===== src/logic/tec_pkg.sv =====
package tec_pkg;

  // register indices on the special function register port
  localparam logic [1:0] TEC_IDX_CTRL   = 2'h0;
  localparam logic [1:0] TEC_IDX_CNT_LO = 2'h1;
  localparam logic [1:0] TEC_IDX_CNT_HI = 2'h2;

  // counter_mode_control field positions
  localparam int TEC_POS_MODE_HI = 7;
  localparam int TEC_POS_MODE_LO = 6;
  localparam int TEC_POS_SRC     = 5;
  localparam int TEC_POS_RUN     = 4;
  localparam int TEC_POS_EDGE    = 3;
  localparam int TEC_POS_PSC_HI  = 2;
  localparam int TEC_POS_PSC_LO  = 0;

  localparam logic [7:0] TEC_CTRL_RST   = 8'h00;
  // bit 5 exists only in the wide counter
  localparam logic [7:0] TEC_CTRL_MASK8 = 8'hdf;
  localparam logic [7:0] TEC_CTRL_MASKW = 8'hff;

  // mode_select_pair codes
  localparam logic [1:0] TEC_MODE_OFF   = 2'h0;
  localparam logic [1:0] TEC_MODE_EVENT = 2'h1;
  localparam logic [1:0] TEC_MODE_TIMER = 2'h2;
  localparam logic [1:0] TEC_MODE_PULSE = 2'h3;

  localparam int         TEC_PSC_W        = 3;
  localparam int         TEC_PSC_STAGES   = 7;
  localparam logic [2:0] TEC_SYS_DIV4_EXP = 3'h2;

  localparam logic [15:0] TEC_PRELOAD_RST = 16'h0000;
  localparam logic [15:0] TEC_COUNT_RST   = 16'h0000;
  localparam logic [15:0] TEC_FULL8       = 16'h00ff;
  localparam logic [15:0] TEC_FULL16      = 16'hffff;
  localparam logic [7:0]  TEC_BYTE_ZERO   = 8'h00;

  typedef struct packed {
    logic       rd;
    logic       wr;
    logic [1:0] idx;
    logic [7:0] wdata;
  } tec_sfr_req_t;

  typedef enum logic [2:0] {
    TEC_PW_IDLE  = 3'b001,
    TEC_PW_ARMED = 3'b010,
    TEC_PW_COUNT = 3'b100
  } tec_pw_state_t;

  typedef struct packed {
    logic [7:0]    ctrl;
    logic [15:0]   preload;
    logic [15:0]   count;
    logic [7:0]    lbuf;
    tec_pw_state_t pw;
    logic [7:0]    rdata;
    logic          ovf;
    logic          irq;
    logic          wake;
  } tec_core_st_t;

  typedef struct packed {
    logic [TEC_PSC_STAGES-1:0] div;
    logic                      tick;
  } tec_psc_st_t;

  typedef struct packed {
    logic s1;
    logic s2;
    logic last;
    logic rise;
    logic fall;
  } tec_sync_st_t;

endpackage : tec_pkg


===== src/logic/tec_prescaler.sv =====
`timescale 1ns/10ps
module tec_prescaler
  import tec_pkg::*;
(
  input  wire logic                 clk_sys,
  input  wire logic                 arst_n,
  input  wire logic                 ce,
  input  wire logic [TEC_PSC_W-1:0] rate,
  output logic                      tick
);

  tec_psc_st_t               st_r;
  tec_psc_st_t               st_nxt;
  logic [TEC_PSC_STAGES:0]   mask;

  // divide by two to the power of rate; rate 0 ticks every cycle
  assign mask = (TEC_PSC_STAGES+1)'((8'h01 << rate) - 8'h01);

  always_comb
  begin
    st_nxt      = st_r;
    st_nxt.div  = TEC_PSC_STAGES'(st_r.div + 1'b1);
    st_nxt.tick = (st_r.div & mask[TEC_PSC_STAGES-1:0]) ==
                  mask[TEC_PSC_STAGES-1:0];
  end

  always_ff @(posedge clk_sys or negedge arst_n)
  begin
    if (!arst_n)
      st_r <= '0;
    else if (ce)
      st_r <= st_nxt;
  end

  assign tick = st_r.tick;

endmodule : tec_prescaler


===== src/logic/tec_pin_sync.sv =====
`timescale 1ns/10ps
module tec_pin_sync
  import tec_pkg::*;
(
  input  wire logic clk_sys,
  input  wire logic arst_n,
  input  wire logic ce,
  input  wire logic pin_in,
  output logic      rise,
  output logic      fall
);

  tec_sync_st_t st_r;
  tec_sync_st_t st_nxt;

  // s1 is read by s2 alone, edges come from the settled stages
  always_comb
  begin
    st_nxt      = st_r;
    st_nxt.s1   = pin_in;
    st_nxt.s2   = st_r.s1;
    st_nxt.last = st_r.s2;
    st_nxt.rise = st_r.s2 & ~st_r.last;
    st_nxt.fall = ~st_r.s2 & st_r.last;
  end

  always_ff @(posedge clk_sys or negedge arst_n)
  begin
    if (!arst_n)
      st_r <= '0;
    else if (ce)
      st_r <= st_nxt;
  end

  assign rise = st_r.rise;
  assign fall = st_r.fall;

endmodule : tec_pin_sync


===== src/logic/tec_timer_event_counter.sv =====
`timescale 1ns/10ps
module tec_timer_event_counter
  import tec_pkg::*;
#(
  parameter bit WIDE = 1'b0
)
(
  input  wire logic         clk_sys,
  input  wire logic         arst_n,
  input  wire logic         ce,
  input  wire tec_sfr_req_t sfr_req,
  output logic [7:0]        sfr_rdata,
  input  wire logic         tmr_pin,
  input  wire logic         sub_clk,
  input  wire logic         pdn,
  input  wire logic         int_en,
  output logic              ovf_pulse,
  output logic              irq_req,
  output logic              wake_req
);

  tec_core_st_t        st_r;
  tec_core_st_t        st_nxt;
  logic [1:0]          mode_select_pair;
  logic                run_enable_bit;
  logic                active_edge_select;
  logic                wide_clock_source_select;
  logic [TEC_PSC_W-1:0] prescale_rate_field;
  logic [TEC_PSC_W-1:0] psc_rate;
  logic                psc_tick;
  logic                sub_rise;
  logic                pin_rise;
  logic                pin_fall;
  logic                int_tick;
  logic                evt_edge;
  logic                pw_start;
  logic                pw_ret;
  logic                pulse_armed;
  logic                inc;
  logic                full;
  logic [15:0]         full_val;
  logic                wr_ctrl;
  logic                wr_lo;
  logic                wr_hi;
  logic                rd_lo;
  logic                rd_hi;
  logic                pre_wr;
  logic [15:0]         new_pre;

  assign mode_select_pair         =
    st_r.ctrl[TEC_POS_MODE_HI:TEC_POS_MODE_LO];
  assign run_enable_bit           = st_r.ctrl[TEC_POS_RUN];
  assign active_edge_select       = st_r.ctrl[TEC_POS_EDGE];
  assign wide_clock_source_select = st_r.ctrl[TEC_POS_SRC];
  assign prescale_rate_field      = st_r.ctrl[TEC_POS_PSC_HI:TEC_POS_PSC_LO];

  // the wide counter reuses the prescaler as a fixed divide by four
  assign psc_rate = WIDE ? TEC_SYS_DIV4_EXP : prescale_rate_field;

  tec_prescaler u_prescaler
  (
    .clk_sys (clk_sys),
    .arst_n  (arst_n),
    .ce      (ce),
    .rate    (psc_rate),
    .tick    (psc_tick)
  );

  tec_pin_sync u_pin_sync
  (
    .clk_sys (clk_sys),
    .arst_n  (arst_n),
    .ce      (ce),
    .pin_in  (tmr_pin),
    .rise    (pin_rise),
    .fall    (pin_fall)
  );

  // sub clock is sampled, so it must stay well below clk_sys / 2
  tec_pin_sync u_sub_sync
  (
    .clk_sys (clk_sys),
    .arst_n  (arst_n),
    .ce      (ce),
    .pin_in  (sub_clk),
    .rise    (sub_rise),
    .fall    ()
  );

  // source select high picks system clock over four
  assign int_tick = (WIDE && !wide_clock_source_select) ? sub_rise
                                                        : psc_tick;
  assign evt_edge = active_edge_select ? pin_fall : pin_rise;
  assign pw_start = active_edge_select ? pin_rise : pin_fall;
  assign pw_ret   = evt_edge;
  assign pulse_armed = (mode_select_pair == TEC_MODE_PULSE) && run_enable_bit;

  always_comb
  begin
    unique case (mode_select_pair)
      TEC_MODE_TIMER:
        inc = run_enable_bit & int_tick & ~pdn;
      TEC_MODE_EVENT:
        inc = run_enable_bit & evt_edge;
      TEC_MODE_PULSE:
        inc = pulse_armed & (st_r.pw == TEC_PW_COUNT) & int_tick & ~pdn;
      TEC_MODE_OFF:
        inc = 1'b0;
    endcase
  end

  assign full_val = WIDE ? TEC_FULL16 : TEC_FULL8;
  assign full     = st_r.count == full_val;

  assign wr_ctrl = sfr_req.wr && sfr_req.idx == TEC_IDX_CTRL;
  assign wr_lo   = sfr_req.wr && sfr_req.idx == TEC_IDX_CNT_LO;
  assign wr_hi   = sfr_req.wr && sfr_req.idx == TEC_IDX_CNT_HI && WIDE;
  assign rd_lo   = sfr_req.rd && sfr_req.idx == TEC_IDX_CNT_LO;
  assign rd_hi   = sfr_req.rd && sfr_req.idx == TEC_IDX_CNT_HI && WIDE;
  // the wide preload only moves on the high byte, so low must go first
  assign pre_wr  = WIDE ? wr_hi : wr_lo;
  assign new_pre = WIDE ? {sfr_req.wdata, st_r.lbuf}
                        : {TEC_BYTE_ZERO, sfr_req.wdata};

  always_comb
  begin
    st_nxt = st_r;

    // counting and automatic reload
    if (inc)
    begin
      if (full)
        st_nxt.count = st_r.preload;
      else
        st_nxt.count = 16'(st_r.count + 16'h0001);
    end
    st_nxt.ovf  = inc & full;
    st_nxt.irq  = inc & full & int_en;
    st_nxt.wake = inc & full & pdn &
                  (mode_select_pair == TEC_MODE_EVENT);

    // single shot pulse measurement
    unique case (st_r.pw)
      TEC_PW_IDLE:
        if (pulse_armed)
          st_nxt.pw = TEC_PW_ARMED;
      TEC_PW_ARMED:
        if (!pulse_armed)
          st_nxt.pw = TEC_PW_IDLE;
        else if (pw_start)
          st_nxt.pw = TEC_PW_COUNT;
      TEC_PW_COUNT:
        if (!pulse_armed)
          st_nxt.pw = TEC_PW_IDLE;
        else if (pw_ret)
        begin
          st_nxt.pw                = TEC_PW_IDLE;
          st_nxt.ctrl[TEC_POS_RUN] = 1'b0;
        end
      default:
        st_nxt.pw = TEC_PW_IDLE;
    endcase

    // software write after the auto clear, so software wins a tie
    if (wr_ctrl)
      st_nxt.ctrl = sfr_req.wdata & (WIDE ? TEC_CTRL_MASKW : TEC_CTRL_MASK8);

    if (WIDE && wr_lo)
      st_nxt.lbuf = sfr_req.wdata;
    if (pre_wr)
    begin
      st_nxt.preload = new_pre;
      if (!run_enable_bit)
        st_nxt.count = new_pre;
    end

    // reads: registered data, one cycle after the strobe
    if (sfr_req.rd)
    begin
      unique case (sfr_req.idx)
        TEC_IDX_CTRL:
          st_nxt.rdata = st_r.ctrl;
        TEC_IDX_CNT_LO:
          st_nxt.rdata = WIDE ? st_r.lbuf : st_r.count[7:0];
        TEC_IDX_CNT_HI:
          st_nxt.rdata = WIDE ? st_r.count[15:8] : TEC_BYTE_ZERO;
        default:
          st_nxt.rdata = TEC_BYTE_ZERO;
      endcase
    end
    if (rd_hi)
      st_nxt.lbuf = st_r.count[7:0];
  end

  always_ff @(posedge clk_sys or negedge arst_n)
  begin
    if (!arst_n)
    begin
      st_r         <= '0;
      st_r.ctrl    <= TEC_CTRL_RST;
      // preload resets to zero, so each reload restarts from zero until software loads it
      st_r.preload <= TEC_PRELOAD_RST;
      st_r.count   <= TEC_COUNT_RST;
      st_r.pw      <= TEC_PW_IDLE;
    end
    else if (ce)
      st_r <= st_nxt;
  end

  assign sfr_rdata = st_r.rdata;
  assign ovf_pulse = st_r.ovf;
  assign irq_req   = st_r.irq;
  assign wake_req  = st_r.wake;
endmodule : tec_timer_event_counter


===== config.mk =====
export PLATFORM = sky130hd
export DESIGN_NAME = tec_timer_event_counter
export DESIGN_NICKNAME = d
export VERILOG_FILES = /design/src/logic/tec_pkg.sv /design/src/logic/tec_prescaler.sv /design/src/logic/tec_pin_sync.sv /design/src/logic/tec_timer_event_counter.sv
export SDC_FILE = /design/constraint.sdc
export NUM_CORES = 1
export LEC_CHECK = 0
export BUFFER_PORTS_ARGS = -buffer_cell sky130_fd_sc_hd__buf_2
export CORE_AREA = 2 2 80 89
export CTS_BUF_LIST = sky130_fd_sc_hd__clkbuf_8
export DETAILED_ROUTE_END_ITERATION = 7
export DIE_AREA = 0 0 82 91
export SLEW_MARGIN = 5
export SYNTH_ARGS = -nofsm -noshare
export SYNTH_HDL_FRONTEND = slang
export SYNTH_SLANG_ARGS = --single-unit

===== constraint.sdc =====
create_clock -name clk_sys -period 5.5 [get_ports clk_sys]
set_clock_uncertainty 0.05 [all_clocks]
set_input_delay 1.1 -clock clk_sys [delete_from_list [all_inputs] [get_ports clk_sys]]
set_output_delay 1.1 -clock clk_sys [all_outputs]
set_load 0.005 [all_outputs]

# Word level (Yosys, flattened, before mapping)
# Index checks and enable logic that the tools add are counted.
# word_totals
romBits,0
mem_bits_rw,0
mem_count,0
wordCells,79
reg_bits,58
inputBits,19
latch_bits,0
out_inout_bits,11
# classes
n_shift,1
n_mul,0
reduce_logical,13
n_eq_ne,12
bitwise_logic,16
n_addsub,3
n_mux,18
magnitude_cmp,0
div,0
# ops
cell,count
2-to-1 mux 16 bit,4
adder 16 x 1 -> 16 bit (second input constant),1
equality test 16 x 8 -> 1 bit (second input constant),1
one-hot mux 8 bit (2 select lines),1
2-to-1 mux 3 bit,5
bitwise AND 1 bit,12
one-hot mux 3 bit (3 select lines),1
AND reduction 4 bit,2
adder 7 x 1 -> 7 bit (second input constant),1
bitwise AND 7 bit,1
equality test 7 bit,1
<< shifter 1 x 3 -> 7 bit (first input constant),1
subtractor 7 x 1 -> 7 bit (second input constant),1
inequality test 3 bit (second input constant),2
AND reduction 2 bit,3
nonzero test 2 bit,3
2-to-1 mux 1 bit,5
2-to-1 mux 5 bit,1
equality test 2 x 1 -> 1 bit (second input constant),2
equality test 2 bit (second input constant),2
logical NOT 2 bit,2
one-hot mux 1 bit (4 select lines),1
equality test 3 x 1 -> 1 bit (second input constant),1
equality test 3 x 2 -> 1 bit (second input constant),1
4 further kinds,8

# Depth between registers and ports, before layout
# logic_depth
word_depth,9
depth_mapped,7
ltp_nobuf,6

# Modules after synthesis
# Synthesis repeated with hierarchy kept, for this count alone.
# hier_totals
cells_unflattened,283
hier_area_um2,2984.1
# modules_own_cells
mod,cells_per_inst,seq_area_each_um2,area_per_inst_um2,n_inst
tec_timer_event_counter,232,1127.3,2378.5,1
tec_prescaler,36,200.2,391.6,1
tec_pin_sync,15,125.1,214.0,1

# Least setup slack after synthesis
# No wires, ideal clock.
# synth_timing
path_kind,in2reg
from,input ce
to,register st_r[37] in the netlist's numbering
t_arrival_ps,2247
n_path_buf,1
required_time_ps,5316
path_stages,6
setup_ps,134
setup_slack_ps,3068
cell_sequence,clkbuf_1 -> inv_1 -> a211o_4 -> a2111oi_4 -> xnor2_1 -> nor2_2
# synth_rtl
item,line,source
from (decl),tec_timer_event_counter.sv:10,"input wire logic ce,"
to (signal assigned),tec_timer_event_counter.sv:207,st_r <= st_nxt;
to (decl),tec_timer_event_counter.sv:22,tec_core_st_t st_r;

==> results.json <==
{
  "finalPower_uw": 1200,
  "synth-edff-count": 0,
  "synth_nets": 311,
  "num_vias": 2288,
  "rows": 31,
  "clk_pin_slew_ns": 0.07,
  "synthesis.area_mm2": 0.00300,
  "worstMarginPinSlew_ns": 0.734,
  "yosysTopAreaCell": "dfrtp_1",
  "start_kind": "input pin",
  "multiInputGateArea_mm2": 0.00142,
  "coreArea_mm2": 0.00652,
  "cts_buffers": 9,
  "die_w_um": 82,
  "drc_errors": 0,
  "finalWorstSetupSlack_ns": 2.75,
  "status": "completed",
  "critPathMaxFanout": 25,
  "cts-root-buf": "clkbuf_8",
  "fmax_mhz": 364,
  "postCtsSetupBuffers": 0,
  "final_util_pct": 51.5,
  "critPathMaxStageDelay_ns": 0.42,
  "cts_tree": "yes",
  "setup_violations": 0,
  "ant_nets": 0,
  "async_reset_ff_share_pct": 100,
  "antenna_found_initial": 0,
  "fin_crit_sh_pct": 50.0,
  "critPathCaptureType": "flop",
  "via_per_inst": 5.73,
  "seqCellArea_mm2": 0.00145,
  "gp_congestion": 0.820,
  "dieArea_mm2": 0.00746,
  "yosysSeqAreaShare_pct": 48.4,
  "power_frac_comb_pct": 16.5,
  "clock_power_share_pct": 33.8,
  "syn_avg_cell_area_um2": 10.3,
  "cp.arrival_ns": 2.90,
  "dpl.hpwl_mm": 4.60,
  "grt_start_max_net_pins": 59,
  "yosys_register_bits": 58,
  "clock_latency_ns": 0.34,
  "ios": 30,
  "switchingPower_uw": 356,
  "cp.required_ns": 5.65,
  "port_buffers": 28,
  "grtUsageTotal_pct": 19.7,
  "synthDistinctLibCells": 47,
  "wl_mm": 6.63,
  "ys_top_cells_by_area": "dfrtp_1, mux2_2, mux2i_1, nand2_1, xnor2_1",
  "slew_headroom_pct": 50.6,
  "die_h_um": 91,
  "nFillCells": 597,
  "finish.net_count": 333,
  "rsz0062_at_grt": "false",
  "p_per_area_mw_per_mm2": 357,
  "first_global_vias": 2262,
  "cts_hold_buf": 0,
  "clock_sinks": 58,
  "routed-wl-met3_um": 161,
  "start_util_pct": 46.0,
  "routedLengthMet1_mm": 3.11,
  "tns_ns": 0,
  "drive_above_1_share_pct": 22.4,
  "post-place-ws_ns": 2.46,
  "num_antenna_cells": 0,
  "wl_met2_mm": 3.22,
  "yosysWarnings": 0,
  "holdWs_ns": 0.391,
  "worstPathCellList": "buf_2 > inv_1 > a211o_4 > a2111oi_4 > xnor2_1 > nor2_2",
  "netlist.area_leader.share_pct": 47.5,
  "ys.flop_type": "dfrtp_1",
  "slew_violations": 0,
  "hold_viol": 0,
  "grt_overflow": 0,
  "topRoutingLayerUsed": "met4",
  "period_needed_ns": 2.75,
  "cts_buffer_depth": 2,
  "leakage_uw": 0.00146,
  "h-tree-depth": 3,
  "switching_share_pct": 29.8,
  "area_growth_pct": 11.8,
  "path_class": "input pin to flop",
  "seqPwrFrac_pct": 49.6,
  "grt_pass1_wl_mm": 11.1,
  "wl_per_cell_um": 16.6,
  "ir_drop_mv": 0.245,
  "drv_cap": 0,
  "synth_cells": 290,
  "hold_path.class": "flop to flop",
  "ctsResizeCount": 0,
  "slowest_stage": "a211o_4",
  "p_int_uw": 839,
  "drt-pass1-iter-count": 4,
  "dr.first_iter.drc_count": 75
}
-- cells in the final DEF (no fill, tap or decap), types with 5 or more instances in the layout --
cell,synthesis,routed
xnor2_1,11,11
nand3_1,10,10
mux2_2,18,18
nand4_1,8,8
a21oi_1,11,11
o22ai_1,9,9
o211ai_1,5,5
nand2_1,26,26
nor2_1,21,21
o21ai_0,19,19
mux2i_1,11,11
inv_1,6,6
xor2_1,5,5
dfrtp_1,57,57
clkbuf_8,0,11
buf_2,0,28
a211oi_1,7,7
-- flip-flops by register name, summed over array words and instances, names as in the netlist --
signal / flops
u_prescaler.st_r: 7
irq_req: 1
u_prescaler.tick: 1
run_enable_bit: 1
wake_req: 1
st_r: 27
sfr_rdata: 8
u_pin_sync.fall: 1
u_pin_sync.st_nxt: 2
u_pin_sync.rise: 1
ovf_pulse: 1
prescale_rate_field: 3
u_pin_sync.st_r: 1
active_edge_select: 1
mode_select_pair: 2
-- power groups by stage --
stage / clock [uW] / sequential (uW) / combinational, uW
after detailed placement: 0 / 601 / 199
after floorplan: 0 / 568 / 168
after CTS: 410 / 593 / 200
after global placement: 0 / 597 / 194
final: 405 / 593 / 198
after global routing: 432 / 608 / 230
-- metal layers --
metal | track usage [%] | up-vias
met1 | 27.0 | 1136
met2 | 29.9 | 40
li1 | - | 1099
met3 | 3.88 | 13
met4 | 9.03 | 0
met5 | 0 | -
-- critical path: cells and delay by family --
family / cells / cell delay [ns]
compound gates: 2 / 0.80
buf+inv: 2 / 0.79
simple gates: 1 / 0.04
xor+xnor: 1 / 0.17
-- cell usage after synthesis, types with 2 or more instances --
master and instances:
o21ai_0 19, nor3b_1 2, clkbuf_1 8, xor2_1 5, mux2_2 18, dfrtp_1 57
o22ai_1 9, mux2i_1 11, a32o_1 3, nor4_1 2, o211ai_1 5, inv_1 6
and3b_1 2, a21o_1 3, nor2b_1 3, nand3_1 10, nand4_1 8, xnor2_1 11
ha_1 2, a211oi_1 7, buf_4 9, or2_2 3, nor3_1 3, nand3b_1 2
and3_1 2, a21oi_1 11, nor2_1 21, nand2_1 26, and4_1 2, a31oi_1 3
-- per-stage QoR --
| stage | instance area [um2] | std cells |
|---|---|---|
| final | 3350 | 399 |
| after floorplan | 3000 | 290 |
| after global routing | 3350 | 399 |
| after detailed placement | 3150 | 383 |
| after CTS | 3350 | 399 |
| after global placement | 3150 | 383 |
-- cells by family after synthesis --
kind of cell               after synthesis  share of synthesized area (%)
xor gates and xnor gates                16                           4.67
buffers and inverters                   24                           4.13
AOI/OAI and AO/OA                       69                           15.8
muxes                                   29                           10.4
adders and majority gates                2                          0.834
DFF                                     58                           48.4
and+or+nand+nor                         92                           15.8
-- final timing paths --
kind,start,to,slack (ns),cells after the start
worst min-delay path,u_pin_sync.st_r[2],u_pin_sync.rise,0.39,1
worst max-delay path,ce,st_r[37],2.75,6
max in group asynchronous,arst_n,u_prescaler.st_r[5],4.05,2
min in group asynchronous,arst_n,sfr_rdata[4],0.84,2
worst max register to register,st_r[30],st_r[33],3.04,5
worst min register to register,u_pin_sync.st_r[2],u_pin_sync.rise,0.39,1
-- area by class of cell --
| cell class | instances | area share, % |
|---|---|---|
| Inverter | 6 | 0.672 |
| Tap cell | 82 | 3.06 |
| Clock buffer | 11 | 4.51 |
| Multi-Input combinational cell | 208 | 42.5 |
| Timing Repair Buffer | 29 | 4.40 |
| Clock inverter | 5 | 1.57 |
| Sequential cell | 58 | 43.3 |
Note: power is estimated with default switching activity, not from simulation.
